`config.mk`:
```
export PLATFORM = sky130hd
export DESIGN_NAME = srch_top
export DESIGN_NICKNAME = d
export VERILOG_FILES = /design/src/design/srch_pkg.sv /design/src/design/srch_timer_if.sv /design/src/design/srch_exec_timer.sv /design/src/design/srch_top.sv
export VERILOG_INCLUDE_DIRS = /design/src /design/src/design
export SDC_FILE = /design/constraint.sdc
export NUM_CORES = 1
export LEC_CHECK = 0
export BUFFER_PORTS_ARGS = -buffer_cell sky130_fd_sc_hd__buf_2
export CORE_MARGIN = 1.5
export CORE_UTILIZATION = 34
export DETAILED_ROUTE_END_ITERATION = 7
export PLACE_DENSITY_LB_ADDON = 0.1
export RECOVER_POWER = 25
export SLEW_MARGIN = 15
export SYNTH_ARGS = -nofsm -noshare
export SYNTH_HDL_FRONTEND = slang
export SYNTH_SLANG_ARGS = --single-unit
```
`constraint.sdc`:
```
create_clock -name sys_clk -period 2.11 [get_ports sys_clk]
set_input_delay 0.211 -clock sys_clk [delete_from_list [all_inputs] [get_ports sys_clk]]
set_output_delay 0.211 -clock sys_clk [all_outputs]
set_load 0.005 [all_outputs]
```
`src/design/srch_map.svh`:
```
// register offsets, bit positions, reset values and timing counts
`ifndef SRCH_MAP_SVH
`define SRCH_MAP_SVH
// ----------------------------------------------------------------
// register byte offsets
// ----------------------------------------------------------------
`define SRCH_OFS_FRAME0 8'h00
`define SRCH_OFS_FRAME1 8'h04
`define SRCH_OFS_RESP0 8'h08
`define SRCH_OFS_RESP1 8'h0c
`define SRCH_OFS_STATUS 8'h10
`define SRCH_OFS_ALARM 8'h14
`define SRCH_OFS_INTST 8'h18
`define SRCH_OFS_INTMASK 8'h1c
// ----------------------------------------------------------------
// field positions
// ----------------------------------------------------------------
`define SRCH_ST_COMMAND_ACCEPT_FLAG 0
`define SRCH_ST_READY 1
`define SRCH_ST_ALARM 2
`define SRCH_ST_HOLDOFF 3
`define SRCH_EV_DONE 0
`define SRCH_EV_COND 1
`define SRCH_EV_BAD 2
// ----------------------------------------------------------------
// codes and reset values
// ----------------------------------------------------------------
`define SRCH_CODE_SETUP 8'h04
`define SRCH_MODE_KEEP 8'h00
`define SRCH_MODE_TIMED 8'h01
`define SRCH_MODE_OFF 8'h02
`define SRCH_RST_WORD 32'h0000_0000
`define SRCH_RST_EV 3'h0
// ----------------------------------------------------------------
// timing
// ----------------------------------------------------------------
`define SRCH_CLK_KHZ 50000
`define SRCH_MODE1_LIMIT_MS 5000
`define SRCH_EXEC_CYCLES 16
`endif

```
`src/design/srch_pkg.sv`:
```
// types shared by the setup request handler
package srch_pkg;
  // execution state of the setup request
  typedef enum logic {ST_IDLE, ST_EXEC} srch_state_t;
endpackage : srch_pkg

```
`src/design/srch_timer_if.sv`:
```
// link between the handler core and its execution timer
`timescale 1ns/1ns
`default_nettype none
interface srch_timer_if;
  logic start; // one-cycle launch of an execution
  logic limitOn; // completion bound applies (mode 1)
  logic done; // one-cycle end of execution
  logic [31:0] count; // cycles spent so far
  modport ctrl (output start, output limitOn, input done, input count);
  modport timer (input start, input limitOn, output done, output count);
endinterface : srch_timer_if
`default_nettype wire

```
`src/design/srch_exec_timer.sv`:
```
// execution timer: runs the apply time, cut short by the mode 1 bound
`timescale 1ns/1ns
`default_nettype none
module srch_exec_timer #(
  parameter logic [31:0] EXEC_CYCLES = 32'd16, // apply duration
  parameter logic [31:0] LIMIT_CYCLES = 32'd250000000 // mode 1 bound
) (
  input wire logic sys_clk, // system clock
  input wire logic rst_b, // async reset, active low
  input wire logic ce, // clock enable, freezes all
  srch_timer_if.timer tif // launch and completion
);
  logic running; // an execution is timing
  logic limitSeen; // bound latched at launch
  // ----------------------------------------------------------------
  // counter
  // ----------------------------------------------------------------
  // the bound forces completion so a slow apply can never overrun
  always_ff @(posedge sys_clk or negedge rst_b)
  begin
    if (!rst_b)
    begin
      running <= 1'b0;
      limitSeen <= 1'b0;
      tif.count <= 32'h0000_0000;
      tif.done <= 1'b0;
    end
    else if (ce)
    begin
      tif.done <= 1'b0;
      if (tif.start)
      begin
        running <= 1'b1;
        limitSeen <= tif.limitOn;
        tif.count <= 32'h0000_0000;
      end
      else if (running)
      begin
        tif.count <= tif.count + 32'h0000_0001;
        if (tif.count == EXEC_CYCLES - 32'h0000_0001 ||
            (limitSeen && tif.count == LIMIT_CYCLES - 32'h0000_0002))
        begin
          running <= 1'b0;
          tif.done <= 1'b1;
        end
      end
    end
  end
endmodule : srch_exec_timer
`default_nettype wire

```
`src/design/srch_top.sv`:
```
// setup request command handler with APB register access
//
// The register offsets and the APB register port were decided locally.
`timescale 1ns/1ns
`default_nettype none
`include "srch_map.svh"
module srch_top #(
  parameter logic [31:0] LIMIT_CYCLES =
    `SRCH_MODE1_LIMIT_MS * `SRCH_CLK_KHZ // mode 1 bound in cycles
) (
  input wire logic sys_clk, // system clock, 50 MHz
  input wire logic rst_b, // async reset, active low
  input wire logic ce, // clock enable, freezes all
  input wire logic psel, // apb select
  input wire logic penable, // apb access phase
  input wire logic pwrite, // apb direction, 1 write
  input wire logic [7:0] paddr, // apb byte address
  input wire logic [31:0] pwdata, // apb write data
  output logic [31:0] prdata, // apb read data
  output logic pready, // apb ready
  output logic pslverr, // apb error, unmapped address
  input wire logic servoEnergized, // servo is powered on
  input wire logic readyCond, // servo would be ready
  input wire logic alarmIn, // alarm present
  input wire logic [7:0] alarmCodeIn, // active alarm code
  output logic servoReady, // servo ready output
  output logic paramApply, // pulse: stored params take effect
  output logic irq // level interrupt
);
  // ----------------------------------------------------------------
  // declarations
  // ----------------------------------------------------------------
  srch_timer_if tif (); // core to timer link
  srch_pkg::srch_state_t state; // execution state
  logic [31:0] frame0; // command bytes 0..3
  logic [31:0] frame1; // command bytes 4..7
  logic [31:0] resp0; // response bytes 0..3
  logic [31:0] resp1; // response bytes 4..7
  logic [7:0] modeReg; // mode of the running request
  logic holdOff; // ready held off after mode 2
  logic alarmFlag; // alarm status
  logic [7:0] alarmCode; // alarm code as reported
  logic [2:0] intStat; // sticky events
  logic [2:0] intMask; // event enables
  logic [2:0] evt; // events this cycle
  logic [31:0] rdMux; // read data selection
  logic mapped; // address hits a register
  logic apbWr; // write takes effect now
  logic launch; // frame 0 written while idle
  logic goodFrame; // code and mode are valid
  logic acceptExec; // request starts executing
  logic [31:0] execCnt; // cycles in execution, checks only

  // decode of one register offset
  function automatic logic hit(input logic [7:0] a, input logic [7:0] o);
    hit = (a == o);
  endfunction : hit

  // ----------------------------------------------------------------
  // request decode
  // ----------------------------------------------------------------
  assign apbWr = psel && penable && pready && pwrite;
  assign launch = apbWr && hit(paddr, `SRCH_OFS_FRAME0) &&
    state == srch_pkg::ST_IDLE;
  // unknown code or mode is refused like any malformed frame
  assign goodFrame = pwdata[7:0] == `SRCH_CODE_SETUP &&
    frame1[7:0] <= `SRCH_MODE_OFF;
  assign acceptExec = launch && goodFrame && !servoEnergized;
  assign tif.start = acceptExec && ce;
  assign tif.limitOn = frame1[7:0] == `SRCH_MODE_TIMED;

  srch_exec_timer #(
    .EXEC_CYCLES(`SRCH_EXEC_CYCLES),
    .LIMIT_CYCLES(LIMIT_CYCLES)
  ) u_timer (
    .sys_clk(sys_clk),
    .rst_b(rst_b),
    .ce(ce),
    .tif(tif)
  );

  // ----------------------------------------------------------------
  // apb slave
  // ----------------------------------------------------------------
  // read mux; reserved bits read zero
  always_comb
  begin
    rdMux = 32'h0000_0000;
    mapped = 1'b1;
    unique case (paddr)
      `SRCH_OFS_FRAME0: rdMux = frame0;
      `SRCH_OFS_FRAME1: rdMux = frame1;
      `SRCH_OFS_RESP0: rdMux = resp0;
      `SRCH_OFS_RESP1: rdMux = resp1;
      `SRCH_OFS_STATUS:
      begin
        rdMux[`SRCH_ST_COMMAND_ACCEPT_FLAG] = state == srch_pkg::ST_IDLE;
        rdMux[`SRCH_ST_READY] = servoReady;
        rdMux[`SRCH_ST_ALARM] = alarmFlag;
        rdMux[`SRCH_ST_HOLDOFF] = holdOff;
      end
      `SRCH_OFS_ALARM: rdMux[7:0] = alarmCode;
      `SRCH_OFS_INTST: rdMux[2:0] = intStat;
      `SRCH_OFS_INTMASK: rdMux[2:0] = intMask;
      default: mapped = 1'b0;
    endcase
  end

  // one wait-free access: answer is latched during the setup cycle
  always_ff @(posedge sys_clk or negedge rst_b)
  begin
    if (!rst_b)
    begin
      pready <= 1'b0;
      prdata <= `SRCH_RST_WORD;
      pslverr <= 1'b0;
    end
    else if (ce)
    begin
      pready <= psel && !penable && !pready;
      if (psel && !penable)
      begin
        prdata <= pwrite ? `SRCH_RST_WORD : rdMux;
        pslverr <= !mapped;
      end
    end
  end

  // command frame words; frame 0 is locked while a request runs
  always_ff @(posedge sys_clk or negedge rst_b)
  begin
    if (!rst_b)
    begin
      frame0 <= `SRCH_RST_WORD;
      frame1 <= `SRCH_RST_WORD;
    end
    else if (ce)
    begin
      if (launch)
        frame0 <= pwdata;
      if (apbWr && hit(paddr, `SRCH_OFS_FRAME1))
        frame1 <= pwdata;
    end
  end

  // response echoes the frame, code byte included
  always_ff @(posedge sys_clk or negedge rst_b)
  begin
    if (!rst_b)
    begin
      resp0 <= `SRCH_RST_WORD;
      resp1 <= `SRCH_RST_WORD;
    end
    else if (ce && launch)
    begin
      resp0 <= pwdata;
      resp1 <= frame1;
    end
  end

  // ----------------------------------------------------------------
  // execution sequence
  // ----------------------------------------------------------------
  always_ff @(posedge sys_clk or negedge rst_b)
  begin
    if (!rst_b)
    begin
      state <= srch_pkg::ST_IDLE;
      modeReg <= `SRCH_MODE_KEEP;
    end
    else if (ce)
    begin
      unique case (state)
        srch_pkg::ST_IDLE:
          if (acceptExec)
          begin
            state <= srch_pkg::ST_EXEC;
            modeReg <= frame1[7:0];
          end
        srch_pkg::ST_EXEC:
          if (tif.done)
            state <= srch_pkg::ST_IDLE;
      endcase
    end
  end

  // parameters go live as the apply finishes
  always_ff @(posedge sys_clk or negedge rst_b)
  begin
    if (!rst_b)
      paramApply <= 1'b0;
    else if (ce)
      paramApply <= tif.done;
  end

  // mode 2 keeps ready off until the next accepted request finishes
  always_ff @(posedge sys_clk or negedge rst_b)
  begin
    if (!rst_b)
      holdOff <= 1'b0;
    else if (ce && tif.done)
      holdOff <= modeReg == `SRCH_MODE_OFF;
  end

  // ready follows the servo except while running or held off
  always_ff @(posedge sys_clk or negedge rst_b)
  begin
    if (!rst_b)
      servoReady <= 1'b0;
    else if (ce)
      servoReady <= readyCond && state == srch_pkg::ST_IDLE &&
        !acceptExec && !holdOff;
  end

  // alarm is tracked the same way whether or not a request runs
  always_ff @(posedge sys_clk or negedge rst_b)
  begin
    if (!rst_b)
    begin
      alarmFlag <= 1'b0;
      alarmCode <= 8'h00;
    end
    else if (ce)
    begin
      alarmFlag <= alarmIn;
      alarmCode <= alarmCodeIn;
    end
  end

  // ----------------------------------------------------------------
  // interrupts
  // ----------------------------------------------------------------
  always_comb
  begin
    evt = `SRCH_RST_EV;
    evt[`SRCH_EV_DONE] = tif.done;
    evt[`SRCH_EV_COND] = launch && goodFrame && servoEnergized;
    evt[`SRCH_EV_BAD] = launch && !goodFrame;
  end

  // write one clears; an event in the same cycle wins
  always_ff @(posedge sys_clk or negedge rst_b)
  begin
    if (!rst_b)
    begin
      intStat <= `SRCH_RST_EV;
      intMask <= `SRCH_RST_EV;
    end
    else if (ce)
    begin
      if (apbWr && hit(paddr, `SRCH_OFS_INTST))
        intStat <= (intStat & ~pwdata[2:0]) | evt;
      else
        intStat <= intStat | evt;
      if (apbWr && hit(paddr, `SRCH_OFS_INTMASK))
        intMask <= pwdata[2:0];
    end
  end

  // registered, so irq trails the status bit by one cycle
  always_ff @(posedge sys_clk or negedge rst_b)
  begin
    if (!rst_b)
      irq <= 1'b0;
    else if (ce)
      irq <= |(intStat & intMask);
  end

  // ----------------------------------------------------------------
  // checks
  // ----------------------------------------------------------------
  // elapsed execution time seen from the core side
  always_ff @(posedge sys_clk or negedge rst_b)
  begin
    if (!rst_b)
      execCnt <= 32'h0000_0000;
    else if (ce)
      execCnt <= (state == srch_pkg::ST_EXEC) ?
        execCnt + 32'h0000_0001 : 32'h0000_0000;
  end
endmodule : srch_top
`default_nettype wire

```
Word-level counts from Yosys, hierarchy flattened
Index checks and enable logic that the tools add are counted.
{"block": "word_totals", "out_inout_bits": 37, "word_cells": 100, "input_bits": 57, "ff_bits": 225}
{"block": "op_classes", "magnitude_cmp": 1, "eq_ne": 12, "add_sub_neg": 1, "n_reduce_logical": 41, "bitwise": 6, "muxes": 18}
{"cell": "32-bit two-way mux", "n": 3}
{"cell": "24-bit one-hot mux with 4 select lines", "n": 1}
{"cell": "32-bit by 1-bit adder with 32-bit output, second input constant", "n": 1}
{"cell": "32-bit by 28-bit equality test with 1-bit output, second input constant", "n": 1}
{"cell": "32-bit by 4-bit equality test with 1-bit output, second input constant", "n": 1}
{"cell": "8-bit by 5-bit equality test with 1-bit output, second input constant", "n": 4}
{"cell": "3-bit one-hot mux with 8 select lines", "n": 1}
{"cell": "1-bit logical AND", "n": 22}
{"cell": "4-bit one-hot mux with 5 select lines", "n": 1}
{"cell": "8-bit by 3-bit equality test with 1-bit output, second input constant", "n": 2}
{"cell": "8-bit by 4-bit equality test with 1-bit output, second input constant", "n": 2}
{"cell": "2-bit AND reduction", "n": 6}
{"cell": "1-bit two-way mux", "n": 9}
{"cell": "8-bit by 1-bit equality test with 1-bit output, second input constant", "n": 1}
{"cell": "8-bit by 2-bit equality test with 1-bit output, second input constant", "n": 1}
{"cell": "8-bit by 2-bit <= comparator with 1-bit output, second input constant", "n": 1}
{"cell": "8-bit zero test", "n": 1}
{"cell": "8-bit OR reduction", "n": 1}
{"cell": "1-bit zero test", "n": 7}
{"cell": "3-bit AND", "n": 2}
{"cell": "3-bit bitwise OR", "n": 2}
{"cell": "1-bit one-hot mux with 6 select lines", "n": 1}
{"cell": "3-bit two-way mux", "n": 1}
{"cell": "3-bit inverter", "n": 1}
{"cell": "other kinds (6)", "n": 6}

Logic depth before layout (Yosys ltp)
Gate-level depths: netlist of the first run.
{"block": "depth", "depth_word": 10, "mapped_depth": 7, "depth_no_buf": 6}

Cells and area by module
From an unflattened synthesis of the first run, not the netlist that was laid out.
{"block": "hier_totals", "cells_unflattened": 734, "hier_area_um2": 8735.9}
{"mod": "srch_top", "cells_each": 501, "seq_area_each_um2": 3953.8, "area_per_inst_um2": 6681.4, "n_inst": 1}
{"mod": "srch_exec_timer", "cells_each": 233, "seq_area_each_um2": 875.8, "area_per_inst_um2": 2054.5, "n_inst": 1}

Worst setup path after synthesis of the first run
OpenSTA, ideal clock, no wires.
{"block": "synth_path", "path_type": "register to register", "start": "reg pready", "end": "reg frame1[10]", "arrival_ps": 1700, "setup_time_ps": 125, "setup_slack_ps": 285, "path_stages_with_launch": 7, "required_ps": 1985, "path_buffers": 2, "synth_period_minus_slack_ps": 1825, "path_cell_list": "dfrtp_1 and4_4 nand4_4 or3_1 buf_6 buf_12 mux2_4"}
{"block": "synth_between", "elab_chain_cells": 4}
{"item": "from (decl)", "line": "srch_top.sv:20", "rtl": "output logic pready,"}
{"item": "from (signal assigned)", "line": "srch_top.sv:120", "rtl": "pready <= psel && !penable && !pready;"}
{"item": "1-bit logical AND (2 in a row)", "line": "srch_top.sv:62", "rtl": "assign apbWr = psel && penable && pready && pwrite;"}
{"item": "1-bit logical AND", "line": "srch_top.sv:141", "rtl": "if (apbWr && hit(paddr, `SRCH_OFS_FRAME1))"}
{"item": "2-bit AND reduction (no line)"}
{"item": "to (signal assigned)", "line": "srch_top.sv:135", "rtl": "frame1 <= `SRCH_RST_WORD;"}
{"item": "to (signal assigned)", "line": "srch_top.sv:142", "rtl": "frame1 <= pwdata;"}
{"item": "to (decl)", "line": "srch_top.sv:36", "rtl": "logic [31:0] frame1;"}
No other way between the ends.
A chain may end at the register's enable or synchronous reset.

Worst setup path in the final report of the first run
{"block": "layout_path", "start": "reg pready", "end": "reg resp1[9]"}
{"block": "layout_between", "elab_chain_cells": 5}
{"item": "1-bit logical AND (2 in a row)", "line": "srch_top.sv:62"}
{"item": "1-bit logical AND (2 in a row)", "line": "srch_top.sv:63", "rtl": "assign launch = apbWr && hit(paddr, `SRCH_OFS_FRAME0) &&"}
{"item": "1-bit logical AND", "line": "srch_top.sv:154", "rtl": "else if (ce && launch)"}
{"item": "to (signal assigned)", "line": "srch_top.sv:152", "rtl": "resp1 <= `SRCH_RST_WORD;"}
{"item": "to (signal assigned)", "line": "srch_top.sv:157", "rtl": "resp1 <= frame1;"}
{"item": "to (decl)", "line": "srch_top.sv:38", "rtl": "logic [31:0] resp1;"}
No other way between the ends.

==> impl_metrics.py, run 1 <==
metrics = {
    "synthesis": {
        "asyncSetResetFlopFracSynth": 1.00,
        "ys_top_cells_by_area": "dfrtp_1 (55%), mux2_2 (11%), mux2_4 (5.1%), mux2i_1 (3.5%), nand2_1 (3.5%)",
        "synth_ff_type": "dfrtp_1",
        "yosys_warnings": 0,
        "synth_enable_flop_cells": 0,
        "yosysTopAreaCell": "dfrtp_1",
        "synth_top_cell_area_share": 0.551,
        "synthesis.area_um2": 8760,
        "synth_nets": 786,
        "syn-mean-instance-area_um2": 12.1,
        "postSynthRegisterBits": 193,
        "syn-instance-count": 727,
        "yosysSeqAreaShare": 0.551,
        "synth_cell_types": 49,
    },
    "power": {
        "power_per_cell_area_nw_per_um2": 738,
        "net-switching-power_mw": 1.96,
        "p_comb_frac": 0.067,
        "p_int_mw": 5.84,
        "clkPwrFrac": 0.439,
        "p_leak_nw": 5.25,
        "power.sequential.fraction": 0.494,
        "irDropWorstVdd_mv": 0.444,
        "switching_share": 0.251,
    },
    "drt": {
        "drt.antenna.violating_nets": 0,
        "first_iter_violations": 248,
        "drc_violations_left": 0,
        "drt-total-wl_um": 20600,
        "drt-pass1-iter-count": 4,
        "post_drt_via_cell_ratio": 4.99,
        "dr_total_vias": 5956,
        "avgRoutedWirePerCell_um": 17.3,
    },
    "critical_path": {
        "path_max_fanout": 16,
        "timing.critical_path.buf_inv": 2,
        "worst_path_max_delay_cell": "dfrtp_1",
        "crit_required_ps": 2430,
        "critPathArrivalTime_ps": 2280,
        "cp-start-kind": "flop",
        "worstPathCellList": "and4_4 > nand4_4 > buf_4 > nor2_4 > buf_12 > mux2_2",
        "critPathCaptureType": "flop",
        "critPathTopFamily": "simple AND/OR/NAND/NOR gates",
        "worstSetupPathType": "flop to flop",
        "slowest_delay_ps": 390,
    },
    "floorplan": {
        "die_height_um": 164,
        "core_um2": 25300,
        "die_width_um": 164,
        "num_io_pins": 94,
        "die-area_um2": 26700,
        "start_util": 0.347,
        "row_count": 58,
    },
    "sta": {
        "worst_slew_pin_slew_ps": 1560,
        "layout_min_cycle_time_ps": 1960,
        "timing.max_slew.rel_slack": -0.0368,
        "setup_viol": 0,
        "fin_skew_ps": 15.1,
        "finalHoldViolations": 0,
        "final_sum_of_negative_setup_slack_ps": 0,
        "grt_setup_unrepaired": "false",
        "whs_ps": 18.1,
        "slew_viol_final": 59,
        "period_share": 0.931,
        "fmaxAchievable_ghz": 0.509,
    },
    "clock_tree": {
        "clock_insertion_delay_worst_skew_ps": 440,
        "cts-resized-gates": 0,
        "tritoncts_num_sinks": 193,
        "post_cts.repair.setup_buffers": 0,
        "cts-htree-levels": 4,
        "clk_pin_slew_ps": 80,
        "cts_inserted_buffers": 17,
        "tritoncts_clock_tree": "done",
        "clock_path_buffers": 2,
        "master_cell_of_the_clock_root_buffer": "clkbuf_16",
    },
    "status": {
        "status": "complete, but fails checks",
        "violations": "capacitance limit, slew limit",
    },
    "min_path": {
        "worstHoldPathType": "input pin to flop",
    },
    "final_layout": {
        "layout-drive-gt1-share": 0.336,
        "antenna-diode-count": 0,
        "area.growth.synth_to_final_pct": 20.5,
        "design.final.nets": 910,
        "num-fill-cells": 2469,
    },
    "global_routing": {
        "grt.total_usage": 0.166,
        "grt-ovfl-total": 0,
        "antenna_violations_before_repair": 1,
        "wire_length_of_the_first_global_routing_pass_um": 33900,
        "grt_max_degree": 60,
        "first_global_vias": 6292,
    },
    "flow_run": {
        "drv_cap": 1,
    },
    "placement": {
        "gp_congestion": 0.770,
        "hpwlAfterDp_um": 14400,
        "place.port_buffers": 93,
    },
}
[power groups by stage]
stage / sequential (mW) / combinational (mW) / clock, mW
after global placement: 3.92 / 0.505 / 0
after detailed placement: 3.93 / 0.515 / 0
final: 3.85 / 0.520 / 3.42
after floorplan: 3.90 / 0.257 / 0
after global routing: 3.87 / 0.590 / 3.69
after CTS: 3.85 / 0.538 / 3.52
[worst reg2reg max path, cell delays in order (launching register included)]
cell     delay [ps]
dfrtp_1         390
and4_4          260
nand4_4         110
buf_4           180
nor2_4          330
buf_12          220
mux2_2          350
[cells in the final DEF (no fill, tap or decap), types with 8 or more instances in the layout]
| master | Yosys | routed |
|---|---|---|
| dfrtp_1 | 193 | 193 |
| buf_2 | 15 | 94 |
| mux2_2 | 85 | 85 |
| nand2_1 | 81 | 81 |
| o21ai_0 | 58 | 58 |
| nor2_1 | 49 | 48 |
| mux2i_1 | 31 | 31 |
| mux2_4 | 30 | 30 |
| buf_4 | 5 | 28 |
| xor2_1 | 26 | 26 |
| nand4_1 | 18 | 18 |
| clkbuf_16 | 0 | 17 |
| nand3_1 | 16 | 16 |
| dlygate4sd3_1 | 0 | 15 |
| nor4_1 | 12 | 12 |
| nor2b_1 | 9 | 9 |
| buf_12 | 3 | 8 |
[synth_stat cells, types with 9 or more instances]
cell and count:
xor2_1 26, buf_2 15, nand4_1 18, nand2_1 81
mux2i_1 31, nor2b_1 9, mux2_4 30, o21ai_0 58
nand3_1 16, dfrtp_1 193, nor2_1 49, mux2_2 85
clkbuf_1 14, nor4_1 12
[routing by layer]
metal | share of wire | track usage | vias up
li1 | - | - | 2807
met1 | 0.47 | 0.220 | 3004
met2 | 0.47 | 0.273 | 121
met3 | 0.042 | 0.0350 | 22
met4 | 0.013 | 0.0479 | 2
met5 | 0.00048 | 0 | -
[final cells by class]
class / instances / area [µm²] / area share
tap: 330 / 413 / 0.0391
clock buffer: 18 / 439 / 0.0416
inverter: 7 / 26.3 / 0.00249
clock inverter: 14 / 188 / 0.0178
sequential: 193 / 4830 / 0.457
timing repair buffer: 147 / 1000 / 0.0948
multi-input combinational: 485 / 3660 / 0.347
[path summary, 6_finish.rpt]
kind / end / from / slack, ps / cells past startpoint
max: resp1[9] / pready / 150 / 6
min: frame1[30] / pwdata[30] / 20 / 2
max reg2reg: resp1[9] / pready / 150 / 6
min reg2reg: prdata[28] / prdata[28] / 480 / 2
max in group asynchronous: frame0[6] / rst_b / 340 / 3
min in group asynchronous: alarmCode[2] / rst_b / 710 / 2
[per-stage QoR]
| step | power [mW] | std cells | worst slack, ps | cell area [µm²] | utilization |
|---|---|---|---|---|---|
| after floorplan | 4.16 | 727 | 285 | 8760 | - |
| after global placement | 4.43 | 1147 | 104 | 9800 | 0.388 |
| after detailed placement | 4.44 | 1147 | 99.1 | 9800 | 0.388 |
| after CTS | 7.91 | 1193 | 74.9 | 10600 | 0.418 |
| after global routing | 8.15 | 1194 | 6.10 | 10600 | 0.418 |
| final | 7.79 | 1194 | 146 | 10600 | 0.418 |
[flip-flops by register name, summed over array words and instances, names as in the netlist, 3 cells and up]
register and cells:
intStat 3, modeReg 8, frame0 32, alarmCode 8
prdata 32, intMask 3, resp1 32, frame1 32
u_timer.tif.count 32
[logic make-up (layout without fill, tap and decap cells)]
logic type      count (synthesis)  after routing  synth area share
compound gates                 86             86            0.0567
fa+ha+maj                       2              2           0.00286
mux                           149            149             0.204
simple gates                  218            218             0.124
xor+xnor                       30             30            0.0300
buf+inv                        49            186            0.0317
flops                         193            193             0.551
[timing repair]
item | CTS | global route
hold buffers | 14 | 1
endpoints found under the setup margin | 0 | 0
hold endpoints to repair | 67 | 1
No activity file was read; power rests on OpenSTA's default activity.
==> inputs of run 2 (changes only) <==
- clock period: 2.11 -> 2.2 ns (I/O delays scaled with it)
==> impl_metrics.py, run 2 (synthesized netlist as in run 1, its figures left out) <==
metrics = {
    "floorplan": {
        "num_io_pins": 94,
        "start_util": 0.347,
        "core_um2": 25300,
        "die_height_um": 164,
        "die-area_um2": 26700,
        "row_count": 58,
        "die_width_um": 164,
    },
    "global_routing": {
        "grt_max_degree": 67,
        "grt_use_met1": 0.214,
        "grt-ovfl-total": 0,
        "grt.total_usage": 0.161,
        "grt.met3_usage": 0.0348,
        "grt-busiest-layer": "met2",
        "wire_length_of_the_first_global_routing_pass_um": 33400,
        "first_global_vias": 6180,
        "antenna_violations_before_repair": 2,
        "gr-usage-met2": 0.266,
    },
    "power": {
        "irDropWorstVdd_mv": 0.401,
        "p_int_mw": 5.45,
        "power_per_cell_area_nw_per_um2": 708,
        "p_comb_frac": 0.065,
        "p_leak_nw": 5.10,
        "switching_share": 0.251,
        "net-switching-power_mw": 1.82,
        "report.power.total_mw": 7.27,
        "power.sequential.fraction": 0.509,
        "clkPwrFrac": 0.426,
    },
    "drt": {
        "avgRoutedWirePerCell_um": 17.4,
        "dr_total_vias": 5886,
        "drc_violations_left": 0,
        "post_drt_via_cell_ratio": 5.03,
        "drt-pass1-iter-count": 5,
        "drt-total-wl_um": 20300,
        "first_iter_violations": 300,
        "drt.antenna.violating_nets": 0,
    },
    "placement": {
        "hpwlAfterDp_um": 13700,
        "gp_congestion": 0.773,
        "pre_cts_ws_ps": 245,
        "place.port_buffers": 93,
    },
    "final_layout": {
        "multi_input_area_um2": 3650,
        "final_common_cell": "dfrtp_1",
        "finish.utilization": 0.406,
        "area.growth.synth_to_final_pct": 17.1,
        "final_cell_mix": "dfrtp_1 (193), buf_2 (92), mux2_2 (85)",
        "design.final.nets": 885,
        "layout.area.seq_um2": 4830,
        "num-fill-cells": 2404,
        "layout-drive-gt1-share": 0.330,
    },
    "critical_path": {
        "worst_reg2reg_path_depth": 6,
        "reg2reg_slack_ps": 240,
        "crit_required_ps": 2510,
        "critical_path.reg2reg.endpoint": "servoReady",
        "critPathCaptureType": "flop",
        "critPathArrivalTime_ps": 2270,
        "cp-start-kind": "flop",
        "worstSetupPathType": "flop to flop",
        "critical_path.reg2reg.startpoint": "frame1[6]",
        "path_max_fanout": 5,
    },
    "clock_tree": {
        "clock_path_buffers": 2,
        "cts-htree-levels": 4,
        "cts_inserted_buffers": 17,
        "tritoncts_clock_tree": "done",
        "tritoncts_num_sinks": 193,
        "clk_pin_slew_ps": 80,
        "post_cts.repair.setup_buffers": 0,
        "clock_insertion_delay_worst_skew_ps": 430,
        "master_cell_of_the_clock_root_buffer": "clkbuf_16",
    },
    "min_path": {
        "hold_path.startpoint": "alarmCodeIn[5]",
        "timing.hold.worst_path_depth": 2,
        "worstHoldPathType": "input pin to flop",
        "timing.hold.worst_endpoint": "alarmCode[5]",
    },
    "status": {
        "violations": "capacitance limit, slew limit",
        "status": "complete, but fails checks",
    },
    "sta": {
        "slew_viol_final": 56,
        "setup_viol": 0,
        "grt_setup_unrepaired": "false",
        "final_sum_of_negative_setup_slack_ps": 0,
        "period_share": 0.893,
        "fin_ws_ps": 236,
        "finalHoldViolations": 0,
        "timing.max_slew.rel_slack": -0.0920,
        "fmaxAchievable_ghz": 0.509,
        "fin_skew_ps": 12.8,
        "layout_min_cycle_time_ps": 1960,
        "worst_slew_pin_slew_ps": 1640,
    },
    "flow_run": {
        "drv_cap": 1,
    },
}
run 2: power groups by stage:
stage / clock [mW] / combinational [mW] / sequential, mW
floorplan: 0 / 0.246 / 3.74
global placement: 0 / 0.480 / 3.76
detailed placement: 0 / 0.490 / 3.77
CTS: 3.20 / 0.493 / 3.70
global route: 3.35 / 0.538 / 3.71
finish: 3.10 / 0.473 / 3.70
run 2: cell type report:
cell class	count	area share
inverter	7	0.00256
sequential	193	0.471
clock inverter	14	0.0146
tap	330	0.0402
timing repair buffer	122	0.0730
antenna	1	0.000244
multi-input combinational	485	0.356
clock buffer	18	0.0428
run 2: layer usage:
metal / up-vias / part of all wire
met1: 2990 / 0.47
met5: - / 0.00064
met2: 105 / 0.48
met4: 2 / 0.0071
met3: 12 / 0.039
li1: 2777 / -
run 2: through the flow:
stage               instances  cell area (µm²)  hold slack [ps]
finish                   1170            10300             21.4
global route             1169            10300             2.70
CTS                      1169            10300             3.62
detailed placement       1136             9690              248
global placement         1136             9690              245
floorplan                 727             8760            -75.6
run 2: worst max path at each step:
stage,endpoint,depth (start not counted),start,slack [ps]
after floorplan,frame1[10],6,pready,370
after global placement,servoReady,6,frame1[6],240
after detailed placement,servoReady,6,frame1[6],240
after CTS,servoReady,6,frame1[6],220
after global routing,modeReg[3],3,rst_b,40
final,servoReady,6,frame1[6],240
run 2: repair_timing:
item | 4_1_cts | 5_1_grt
hold endpoints to repair | 55 | 0
hold buffers | 1 | 0
gates resized for setup | 0 | 0
run 2: worst max-delay path: stages (launching register included):
cell     delay, ps
dfrtp_1        410
nor4_1         350
nand4_1        160
buf_4          200
nor4_1         360
nor4b_1         90
mux2_2         270
